===== config.mk =====
export PLATFORM = sky130hd
export DESIGN_NAME = asrc_host
export DESIGN_NICKNAME = d
export VERILOG_FILES = /design/src/asrc_pkg.sv /design/src/asrc_host.sv
export SDC_FILE = /design/constraint.sdc
export NUM_CORES = 1
export LEC_CHECK = 0
export BUFFER_PORTS_ARGS = -buffer_cell sky130_fd_sc_hd__buf_2
export CAP_MARGIN = 20
export CORE_MARGIN = 2
export CORE_UTILIZATION = 48
export DETAILED_ROUTE_END_ITERATION = 6
export PLACE_DENSITY = 0.78
export SETUP_SLACK_MARGIN = 0.15
export SLEW_MARGIN = 20
export SYNTH_ARGS = -nofsm -noshare
export SYNTH_HDL_FRONTEND = slang
export SYNTH_SLANG_ARGS = --single-unit

===== constraint.sdc =====
create_clock -name core_clk -period 3.15 [get_ports core_clk]
set_clock_uncertainty 0.2 [all_clocks]
set_input_delay 0.63 -clock core_clk [delete_from_list [all_inputs] [get_ports core_clk]]
set_output_delay 0.63 -clock core_clk [all_outputs]
set_load 0.03 [all_outputs]

===== src/asrc_pkg.sv =====
// Package for the asynchronous static memory host controller
package asrc_pkg;
   // ------------------------------------------------------------
   // Widths and clock period
   // ------------------------------------------------------------
   localparam int ADDR_W = 17;
   localparam int DATA_W = 8;
   localparam int CLK_PS = 4000;
   // ------------------------------------------------------------
   // Timing in picoseconds, fastest grade
   // ------------------------------------------------------------
   localparam int T_RC_PS = 8000;
   localparam int T_AA_PS = 8000;
   localparam int T_WP_PS = 8000;
   localparam int T_DW_PS = 4000;
   localparam int T_WC_PS = 8000;
   localparam int T_OZ_PS = 4000;
   // ------------------------------------------------------------
   // Cycle counts, least times rounded up, one cycle more for RD_CYC and OZ_CYC
   // ------------------------------------------------------------
   localparam int RD_CYC = (T_AA_PS + CLK_PS - 1) / CLK_PS + 1;
   localparam int WP_CYC = (T_WP_PS + CLK_PS - 1) / CLK_PS;
   localparam int DW_CYC = (T_DW_PS + CLK_PS - 1) / CLK_PS;
   localparam int WC_CYC = (T_WC_PS + CLK_PS - 1) / CLK_PS;
   localparam int OZ_CYC = (T_OZ_PS + CLK_PS - 1) / CLK_PS + 1;
   localparam int RC_CYC = (T_RC_PS + CLK_PS - 1) / CLK_PS;
   localparam int CNT_W = 4;
   localparam logic [CNT_W-1:0] CNT_ZERO = 4'h0;
   localparam logic [CNT_W-1:0] CNT_ONE = 4'h1;
   // ------------------------------------------------------------
   // Types
   // ------------------------------------------------------------
   typedef struct packed {
      logic write;
      logic [ADDR_W-1:0] addr;
      logic [DATA_W-1:0] wdata;
   } asrc_req_t;
   typedef struct packed {
      logic cs_n;
      logic oe_n;
      logic store_strobe_n;
      logic [ADDR_W-1:0] addr;
   } asrc_pins_t;
   typedef enum logic [2:0] {
      ST_IDLE, ST_READ, ST_WSETUP, ST_WPULSE, ST_TURN
   } asrc_state_t;
endpackage : asrc_pkg


===== src/asrc_host.sv =====
// Host controller driving an asynchronous static memory
module asrc_host (
   input wire logic core_clk,
   input wire logic reset_n,
   input wire asrc_pkg::asrc_req_t req,
   input wire logic req_valid,
   output logic req_ready,
   output logic [asrc_pkg::DATA_W-1:0] rd_data,
   output logic rd_valid,
   output asrc_pkg::asrc_pins_t pins,
   input wire logic [asrc_pkg::DATA_W-1:0] io_bus_in,
   output logic [asrc_pkg::DATA_W-1:0] io_bus_out,
   output logic io_bus_oe
);
   // ------------------------------------------------------------
   // State
   // ------------------------------------------------------------
   asrc_pkg::asrc_state_t state_q, state_d;
   logic [asrc_pkg::CNT_W-1:0] cnt_q, cnt_d;
   asrc_pkg::asrc_pins_t pins_q, pins_d;
   logic [asrc_pkg::DATA_W-1:0] wdat_q, wdat_d, rdat_q, rdat_d;
   logic oe_q, oe_d, rdv_q, rdv_d, rdy_q, rdy_d;
   wire take = rdy_q & req_valid;
   wire cnt_done = (cnt_q == asrc_pkg::CNT_ONE);
   wire [asrc_pkg::CNT_W-1:0] cnt_dec = cnt_q - asrc_pkg::CNT_ONE;

   // ------------------------------------------------------------
   // Sequencer
   // ------------------------------------------------------------
   always_comb begin
      state_d = state_q;
      cnt_d = cnt_q;
      pins_d = pins_q;
      wdat_d = wdat_q;
      rdat_d = rdat_q;
      oe_d = oe_q;
      rdv_d = 1'b0;
      rdy_d = rdy_q;
      case (state_q)
         asrc_pkg::ST_IDLE: begin
            if (take) begin
               rdy_d = 1'b0;
               pins_d.addr = req.addr;
               pins_d.cs_n = 1'b0;
               if (req.write) begin
                  // host drives only with output enable high
                  pins_d.oe_n = 1'b1;
                  wdat_d = req.wdata;
                  state_d = asrc_pkg::ST_WSETUP;
               end else begin
                  pins_d.store_strobe_n = 1'b1;
                  pins_d.oe_n = 1'b0;
                  cnt_d = 4'(asrc_pkg::RD_CYC);
                  state_d = asrc_pkg::ST_READ;
               end
            end
         end
         asrc_pkg::ST_READ: begin
            cnt_d = cnt_dec;
            if (cnt_done) begin
               rdat_d = io_bus_in;
               rdv_d = 1'b1;
               pins_d.cs_n = 1'b1;
               pins_d.oe_n = 1'b1;
               cnt_d = 4'(asrc_pkg::OZ_CYC);
               state_d = asrc_pkg::ST_TURN;
            end
         end
         asrc_pkg::ST_WSETUP: begin
            // write starts on strobe within select
            pins_d.store_strobe_n = 1'b0;
            // drive data a cycle after strobe
            cnt_d = 4'(asrc_pkg::WP_CYC);
            state_d = asrc_pkg::ST_WPULSE;
         end
         asrc_pkg::ST_WPULSE: begin
            oe_d = 1'b1;
            cnt_d = cnt_dec;
            if (cnt_done) begin
               pins_d.store_strobe_n = 1'b1;
               cnt_d = asrc_pkg::CNT_ONE;
               state_d = asrc_pkg::ST_TURN;
            end
         end
         asrc_pkg::ST_TURN: begin
            if (pins_q.store_strobe_n && pins_q.cs_n == 1'b0) begin
               pins_d.cs_n = 1'b1;
            end
            oe_d = 1'b0;
            cnt_d = cnt_dec;
            if (cnt_done) begin
               rdy_d = 1'b1;
               state_d = asrc_pkg::ST_IDLE;
            end
         end
         default: begin
            state_d = asrc_pkg::ST_IDLE;
         end
      endcase
   end

   // ------------------------------------------------------------
   // Registers
   // ------------------------------------------------------------
   always_ff @(posedge core_clk or negedge reset_n) begin
      if (!reset_n) begin
         state_q <= asrc_pkg::ST_IDLE;
         cnt_q <= asrc_pkg::CNT_ZERO;
         pins_q <= '{cs_n: 1'b1, oe_n: 1'b1, store_strobe_n: 1'b1,
                     addr: '0};
         wdat_q <= 8'h00;
         rdat_q <= 8'h00;
         oe_q <= 1'b0;
         rdv_q <= 1'b0;
         rdy_q <= 1'b0;
      end else begin
         state_q <= state_d;
         cnt_q <= cnt_d;
         pins_q <= pins_d;
         wdat_q <= wdat_d;
         rdat_q <= rdat_d;
         oe_q <= oe_d;
         rdv_q <= rdv_d;
         rdy_q <= (state_q == asrc_pkg::ST_IDLE && !take) ? 1'b1 : rdy_d;
      end
   end

   assign pins = pins_q;
   assign req_ready = rdy_q;
   assign rd_data = rdat_q;
   assign rd_valid = rdv_q;
   assign io_bus_out = wdat_q;
   assign io_bus_oe = oe_q;
endmodule : asrc_host


; ---- Word level (Yosys, flattened, before mapping)
; Cells that the tools add are included.
[op_classes]
eq_ne = 14
n_mux = 25
add_sub_neg = 1
bitwise_logic = 2
n_reduce_logical = 20
[ops]
columns = op, count
row1 = 2-to-1 mux 20 bit, 1
row2 = case mux 4 bit (5 select lines), 1
row3 = 2-to-1 mux 4 bit, 4
row4 = AND reduction 3 bit, 5
row5 = inequality test 2 bit (second input constant), 6
row6 = case mux 3 bit (4 select lines), 1
row7 = 2-to-1 mux 3 bit, 3
row8 = nonzero test 3 bit, 3
row9 = 2-to-1 mux 1 bit, 8
row10 = AND reduction 4 bit, 2
row11 = equality test 3 x 2 -> 1 bit (second input constant), 2
row12 = inequality test 3 bit (second input constant), 2
row13 = case mux 1 bit (2 select lines), 3
row14 = case mux 1 bit (3 select lines), 2
row15 = nonzero test 5 bit, 1
row16 = equality test 4 x 1 -> 1 bit (second input constant), 1
row17 = 2-to-1 mux 2 bit, 2
row18 = AND reduction 2 bit, 2
row19 = nonzero test 2 bit, 2
row20 = subtractor 4 x 1 -> 4 bit (second input constant), 1
row21 = equality test 3 x 1 -> 1 bit (second input constant), 1
row22 = equality test 3 bit (second input constant), 1
row23 = zero test 3 bit, 1
row24 = logical AND 1 bit, 2
row25 = other kinds (5), 5
[totals]
out_inout_bits = 39
word_cells = 73
reg_bits = 46
inputBits = 37

; ---- Depth between registers and ports, before layout
[depth]
word_depth = 5
ltp_mapped = 7
mapped_depth_nobuf = 6

; ---- Worst setup path after synthesis
; OpenSTA, ideal clock, no wires.
[synth_path]
path_kind = reg-to-reg
start = register cnt_q[0] in the netlist's numbering
end = register rdat_q, in the netlist rd_data[0]
path_buffers = 2
period_less_slack_ps = 2193
t_required_ps = 2825
path_stages_with_launch = 7
arrival_ps = 1868
setup_time_ps = 125
slack_ps = 957
path_cell_list = dfrtp_1 > ha_1 > or3b_1 > buf_6 > or3_4 > buf_6 > mux2_4
[synth_between]
elab_chain_cells = 2
[synth_rtl]
columns = item, line_no
row1 = "start, declared", asrc_host.sv:19  ; logic [asrc_pkg::CNT_W-1:0] cnt_q, cnt_d;
row2 = "start signal, assigned", asrc_host.sv:108  ; cnt_q <= asrc_pkg::CNT_ZERO;
row3 = "start signal, assigned", asrc_host.sv:118  ; cnt_q <= cnt_d;
row4 = equality test 4 x 1 -> 1 bit, asrc_host.sv:24  ; wire cnt_done = (cnt_q == asrc_pkg::CNT_ONE);
row5 = AND reduction 2 bit (no line), --
row6 = "end signal, assigned", asrc_host.sv:121  ; rdat_q <= rdat_d;
row7 = "end, declared", asrc_host.sv:21  ; logic [asrc_pkg::DATA_W-1:0] wdat_q, wdat_d, rdat_q, rdat_d;
; Every way passes these cells.
; A chain may end at the register's enable or synchronous reset.

; ---- Worst setup path in the final report
[layout_path]
start = register cnt_q[0] in the netlist's numbering
end = register rdat_q, in the netlist rd_data[4]
; The elaborated chain is that of the path after synthesis.

==> impl_results.html <==
<table>
<tr><th>Metric</th><th>Value</th></tr>
<tr><th colspan="2">CTS</th></tr>
<tr><td>Worst-case clock buffer depth</td><td>2</td></tr>
<tr><td>Clock tree from TritonCTS</td><td>done</td></tr>
<tr><td>Post-CTS Setup Repair Bufs</td><td>0</td></tr>
<tr><td>Clock latency of the later-clocked register in the worst-skew pair</td><td>0.30 ns</td></tr>
<tr><td>H-tree levels</td><td>2</td></tr>
<tr><td>Sinks on the clock net</td><td>46</td></tr>
<tr><td>CTS Buf Count</td><td>5</td></tr>
<tr><td>Clock-pin slew on the worst setup and hold paths</td><td>0.08 ns</td></tr>
<tr><td>Post-CTS Hold Fix Bufs</td><td>0</td></tr>
<tr><td>Master cell of the clock root buffer</td><td>clkbuf_8</td></tr>
<tr><td>Count of cells resized by post-cts repair</td><td>0</td></tr>
<tr><th colspan="2">Yosys</th></tr>
<tr><td>Mean instance size in the synthesized netlist</td><td>13.2 um^2</td></tr>
<tr><td>Count of warnings emitted by yosys</td><td>0</td></tr>
<tr><td>Summed instance area of the synthesized netlist</td><td>0.00201 mm^2</td></tr>
<tr><td>Synth unique cells</td><td>37</td></tr>
<tr><td>Number of nets produced by synthesis</td><td>191</td></tr>
<tr><td>Post-synthesis cell count</td><td>152</td></tr>
<tr><td>Number of register bits inferred by synthesis</td><td>46</td></tr>
<tr><td>Share of synthesized area occupied by flip-flops and latches</td><td>57.6%</td></tr>
<tr><th colspan="2">Global route</th></tr>
<tr><td>Global-route wire length before repair</td><td>5970 um</td></tr>
<tr><td>Global routing met3 resource utilization</td><td>6.82%</td></tr>
<tr><td>Maximum number of pins on one net before global-route repair</td><td>47</td></tr>
<tr><td>Global routing usage on met2</td><td>27.6%</td></tr>
<tr><td>Residual overflow from global routing</td><td>0</td></tr>
<tr><td>Antenna violations before repair</td><td>0</td></tr>
<tr><td>M1 GR Usage</td><td>22.0%</td></tr>
<tr><td>Global routing's busiest layer</td><td>met2</td></tr>
<tr><td>Gr usage total</td><td>17.6%</td></tr>
<tr><td>Vias in the first global route</td><td>1341</td></tr>
<tr><th colspan="2">Floorplan</th></tr>
<tr><td>DIE AREA</td><td>0.00471 mm^2</td></tr>
<tr><td>Standard cell core area</td><td>0.00400 mm^2</td></tr>
<tr><td>Count of standard-cell rows</td><td>23</td></tr>
<tr><td>Vertical die dimension</td><td>68.6 um</td></tr>
<tr><td># IOs</td><td>76</td></tr>
<tr><td>Chip Width</td><td>68.6 um</td></tr>
<tr><td>Initial core utilization</td><td>50.1%</td></tr>
<tr><th colspan="2">STA</th></tr>
<tr><td>Hold_ws</td><td>0.119 ns</td></tr>
<tr><td>Total Neg Setup Slack</td><td>0 ns</td></tr>
<tr><td>Final count of negative-setup-slack endpoints</td><td>0</td></tr>
<tr><td>Final period utilization</td><td>74.9%</td></tr>
<tr><td>Final Max Tran Viols</td><td>0</td></tr>
<tr><td>Max Freq</td><td>424 MHz</td></tr>
<tr><td>Final Hold Fails</td><td>0</td></tr>
<tr><td>Least-Margin Pin Slew</td><td>0.572 ns</td></tr>
<tr><td>Final period demand of the worst path</td><td>2.36 ns</td></tr>
<tr><td>Remaining max-slew budget at the tightest pin</td><td>61.8%</td></tr>
<tr><td>RSZ-0062 raised after global routing</td><td>no</td></tr>
<tr><th colspan="2">Placement</th></tr>
<tr><td>Instance area after placement</td><td>0.00240 mm^2</td></tr>
<tr><td>Detailed placer's ending HPWL</td><td>2920 um</td></tr>
<tr><td>Number of buffer cells added on primary ports</td><td>75</td></tr>
<tr><td>Final RePlAce weighted congestion</td><td>0.777</td></tr>
<tr><th colspan="2">Pwr</th></tr>
<tr><td>Maximum resistive drop on vdd</td><td>0.000663 V</td></tr>
<tr><td>Leakage power</td><td>1.24 nW</td></tr>
<tr><td>PD cells</td><td>1190 mW/mm^2</td></tr>
<tr><th colspan="2">Worst setup path</th></tr>
<tr><td>Worst Path Max Fanout</td><td>10</td></tr>
<tr><td>Worst setup EP type</td><td>register</td></tr>
<tr><td>Arrival time of data at the critical path endpoint</td><td>2.35 ns</td></tr>
<tr><td>Worst Setup Start Kind</td><td>register</td></tr>
<tr><td>Category of the critical setup timing path</td><td>register to register</td></tr>
<tr><td>Required time of the critical path</td><td>3.14 ns</td></tr>
<tr><th colspan="2">Drt</th></tr>
<tr><td>DRC errors left</td><td>0</td></tr>
<tr><td>Starting DRC count in detailed routing</td><td>56</td></tr>
<tr><td>Router iterations before antenna repair</td><td>4</td></tr>
<tr><td>Antenna violation net count after detailed routing</td><td>0</td></tr>
<tr><td>Vias per Instance</td><td>5.14</td></tr>
<tr><td>Via count</td><td>1428</td></tr>
<tr><td>Average wire length per cell after detail routing</td><td>14.4 um</td></tr>
<tr><td>Aggregate routed wire length</td><td>4000 um</td></tr>
<tr><th colspan="2">Worst hold path</th></tr>
<tr><td>Hold Crit Class</td><td>primary input to async pin</td></tr>
<tr><th colspan="2">Cells and area</th></tr>
<tr><td>Fraction of final layout cells with drive strength greater than 1</td><td>54.8%</td></tr>
<tr><td>Number of antenna cells inserted</td><td>0</td></tr>
<tr><td>Fill cell instance count of the final layout</td><td>307</td></tr>
<tr><td>Post-layout instance area</td><td>0.00251 mm^2</td></tr>
<tr><td>Layout Area Growth over Synthesis</td><td>25.0%</td></tr>
<tr><td>Total Nets Final</td><td>266</td></tr>
<tr><th colspan="2">Run status</th></tr>
<tr><td>Status</td><td>finished, final reports clean</td></tr>
<tr><th colspan="2">Run</th></tr>
<tr><td>Number of max-capacitance violations reported</td><td>0</td></tr>
</table>
sequential cells by signal, indices dropped and copies added, names as in the netlist:
name        cells
pins           20
io_bus_out      8
rd_data         8
cnt_q           4
state_q         3
io_bus_oe       1
rd_valid        1
req_ready       1
placed cells by master (no fill, tap or decap), types with 2 or more instances in the layout:
master / n
mux2_2: 25
inv_1: 6
dfrtp_1: 43
mux2i_1: 2
nand2b_1: 2
o22ai_1: 3
buf_2: 74
o21ai_0: 7
nand3_1: 4
dfstp_2: 3
nor2_1: 7
ha_1: 2
a21oi_1: 6
mux2_4: 8
nand2_1: 7
clkbuf_8: 7
cells by family after synthesis:
logic type / count (synthesis) / share of synthesized area [%]
buffers and inverters: 13 / 3.37
flip-flops: 46 / 57.6
multiplexers: 35 / 21.0
adder cells (fa/ha/maj): 2 / 1.25
AND/OR/NAND/NOR: 32 / 8.80
AO/OA/AOI/OAI: 24 / 7.99
worst max-delay path, stage by stage, from the launching register on:
cell     delay (ns)
dfrtp_1        0.49
ha_1           0.21
or3b_1         0.50
or3_4          0.52
mux2_4         0.33
cell type report:
cell class              instances  area (um^2)  share of cell area, %
clock inverters                 1         8.76                  0.349
clock buffers                   7         96.3                   3.84
well taps                      50         62.6                   2.50
flip-flops and latches         46         1150                   46.1
inverters                       6         22.5                  0.899
multi-input cells              93          783                   31.3
repair buffers                 75          378                   15.1
synthesized netlist by cell type:
library cell  instances  area, um^2
dfrtp_1              43        1080
mux2_2               25         282
mux2_4                8         120
nand2_1               7        26.3
nor2_1                7        26.3
o21ai_0               7        35.0
a21oi_1               6        30.0
inv_1                 6        22.5
clkbuf_1              4        15.0
nand3_1               4        20.0
dfstp_2               3        78.8
o22ai_1               3        18.8
buf_6                 2        22.5
ha_1                  2        25.0
mux2i_1               2        20.0
nand2b_1              2        12.5
a221o_2               1        11.3
a221oi_1              1        8.76
a311o_1               1        10.0
and3b_1               1        8.76
buf_4                 1        7.51
nand3b_1              1        7.51
nand4_1               1        6.26
nor2_2                1        6.26
nor2_4                1        11.3
nor2b_1               1        6.26
nor3_1                1        5.00
nor3b_1               1        7.51
nor4_1                1        6.26
o211ai_1              1        7.51
o21bai_1              1        7.51
o311a_2               1        11.3
o31a_1                1        8.76
o32a_2                1        11.3
or3_1                 1        6.26
or3_4                 1        11.3
or3b_1                1        8.76
metal layers:
layer  vias up  wire length, um
met5         -                0
met4         0               51
met3         5              265
met2        47             2000
met1       688             1690
li1        688                -
final timing paths:
path,from,to,slack (ns),cells past startpoint
max in group asynchronous,reset_n,pins[17],2.24,1
worst min register to register,io_bus_out[6],io_bus_out[6],0.31,1
min in group core_clk,io_bus_out[6],io_bus_out[6],0.31,1
worst max-delay path,cnt_q[0],rd_data[4],0.79,4
worst max register to register,cnt_q[0],rd_data[4],0.79,4
worst min-delay path,reset_n,pins[14],0.12,1
power breakdown:
group	internal, W	switching [W]
clock	0.000201	0.000195
combinational	0.000573	0.000892
sequential	0.000893	0.000221
total	0.00167	0.00131
through the flow:
stage / utilization, % / worst slack [ns] / std cells / power [W]
6_report: 62.7 / 0.789 / 278 / 0.00298
5_1_grt: 62.7 / 0.716 / 278 / 0.00317
4_1_cts: 62.6 / 0.802 / 278 / 0.00300
3_5_place_dp: 60.0 / 0.819 / 270 / 0.00260
3_3_place_gp: 60.0 / 0.903 / 270 / 0.00256
2_1_floorplan: - / 0.957 / 152 / 0.00221
Note: power is estimated with default switching activity, not from simulation.
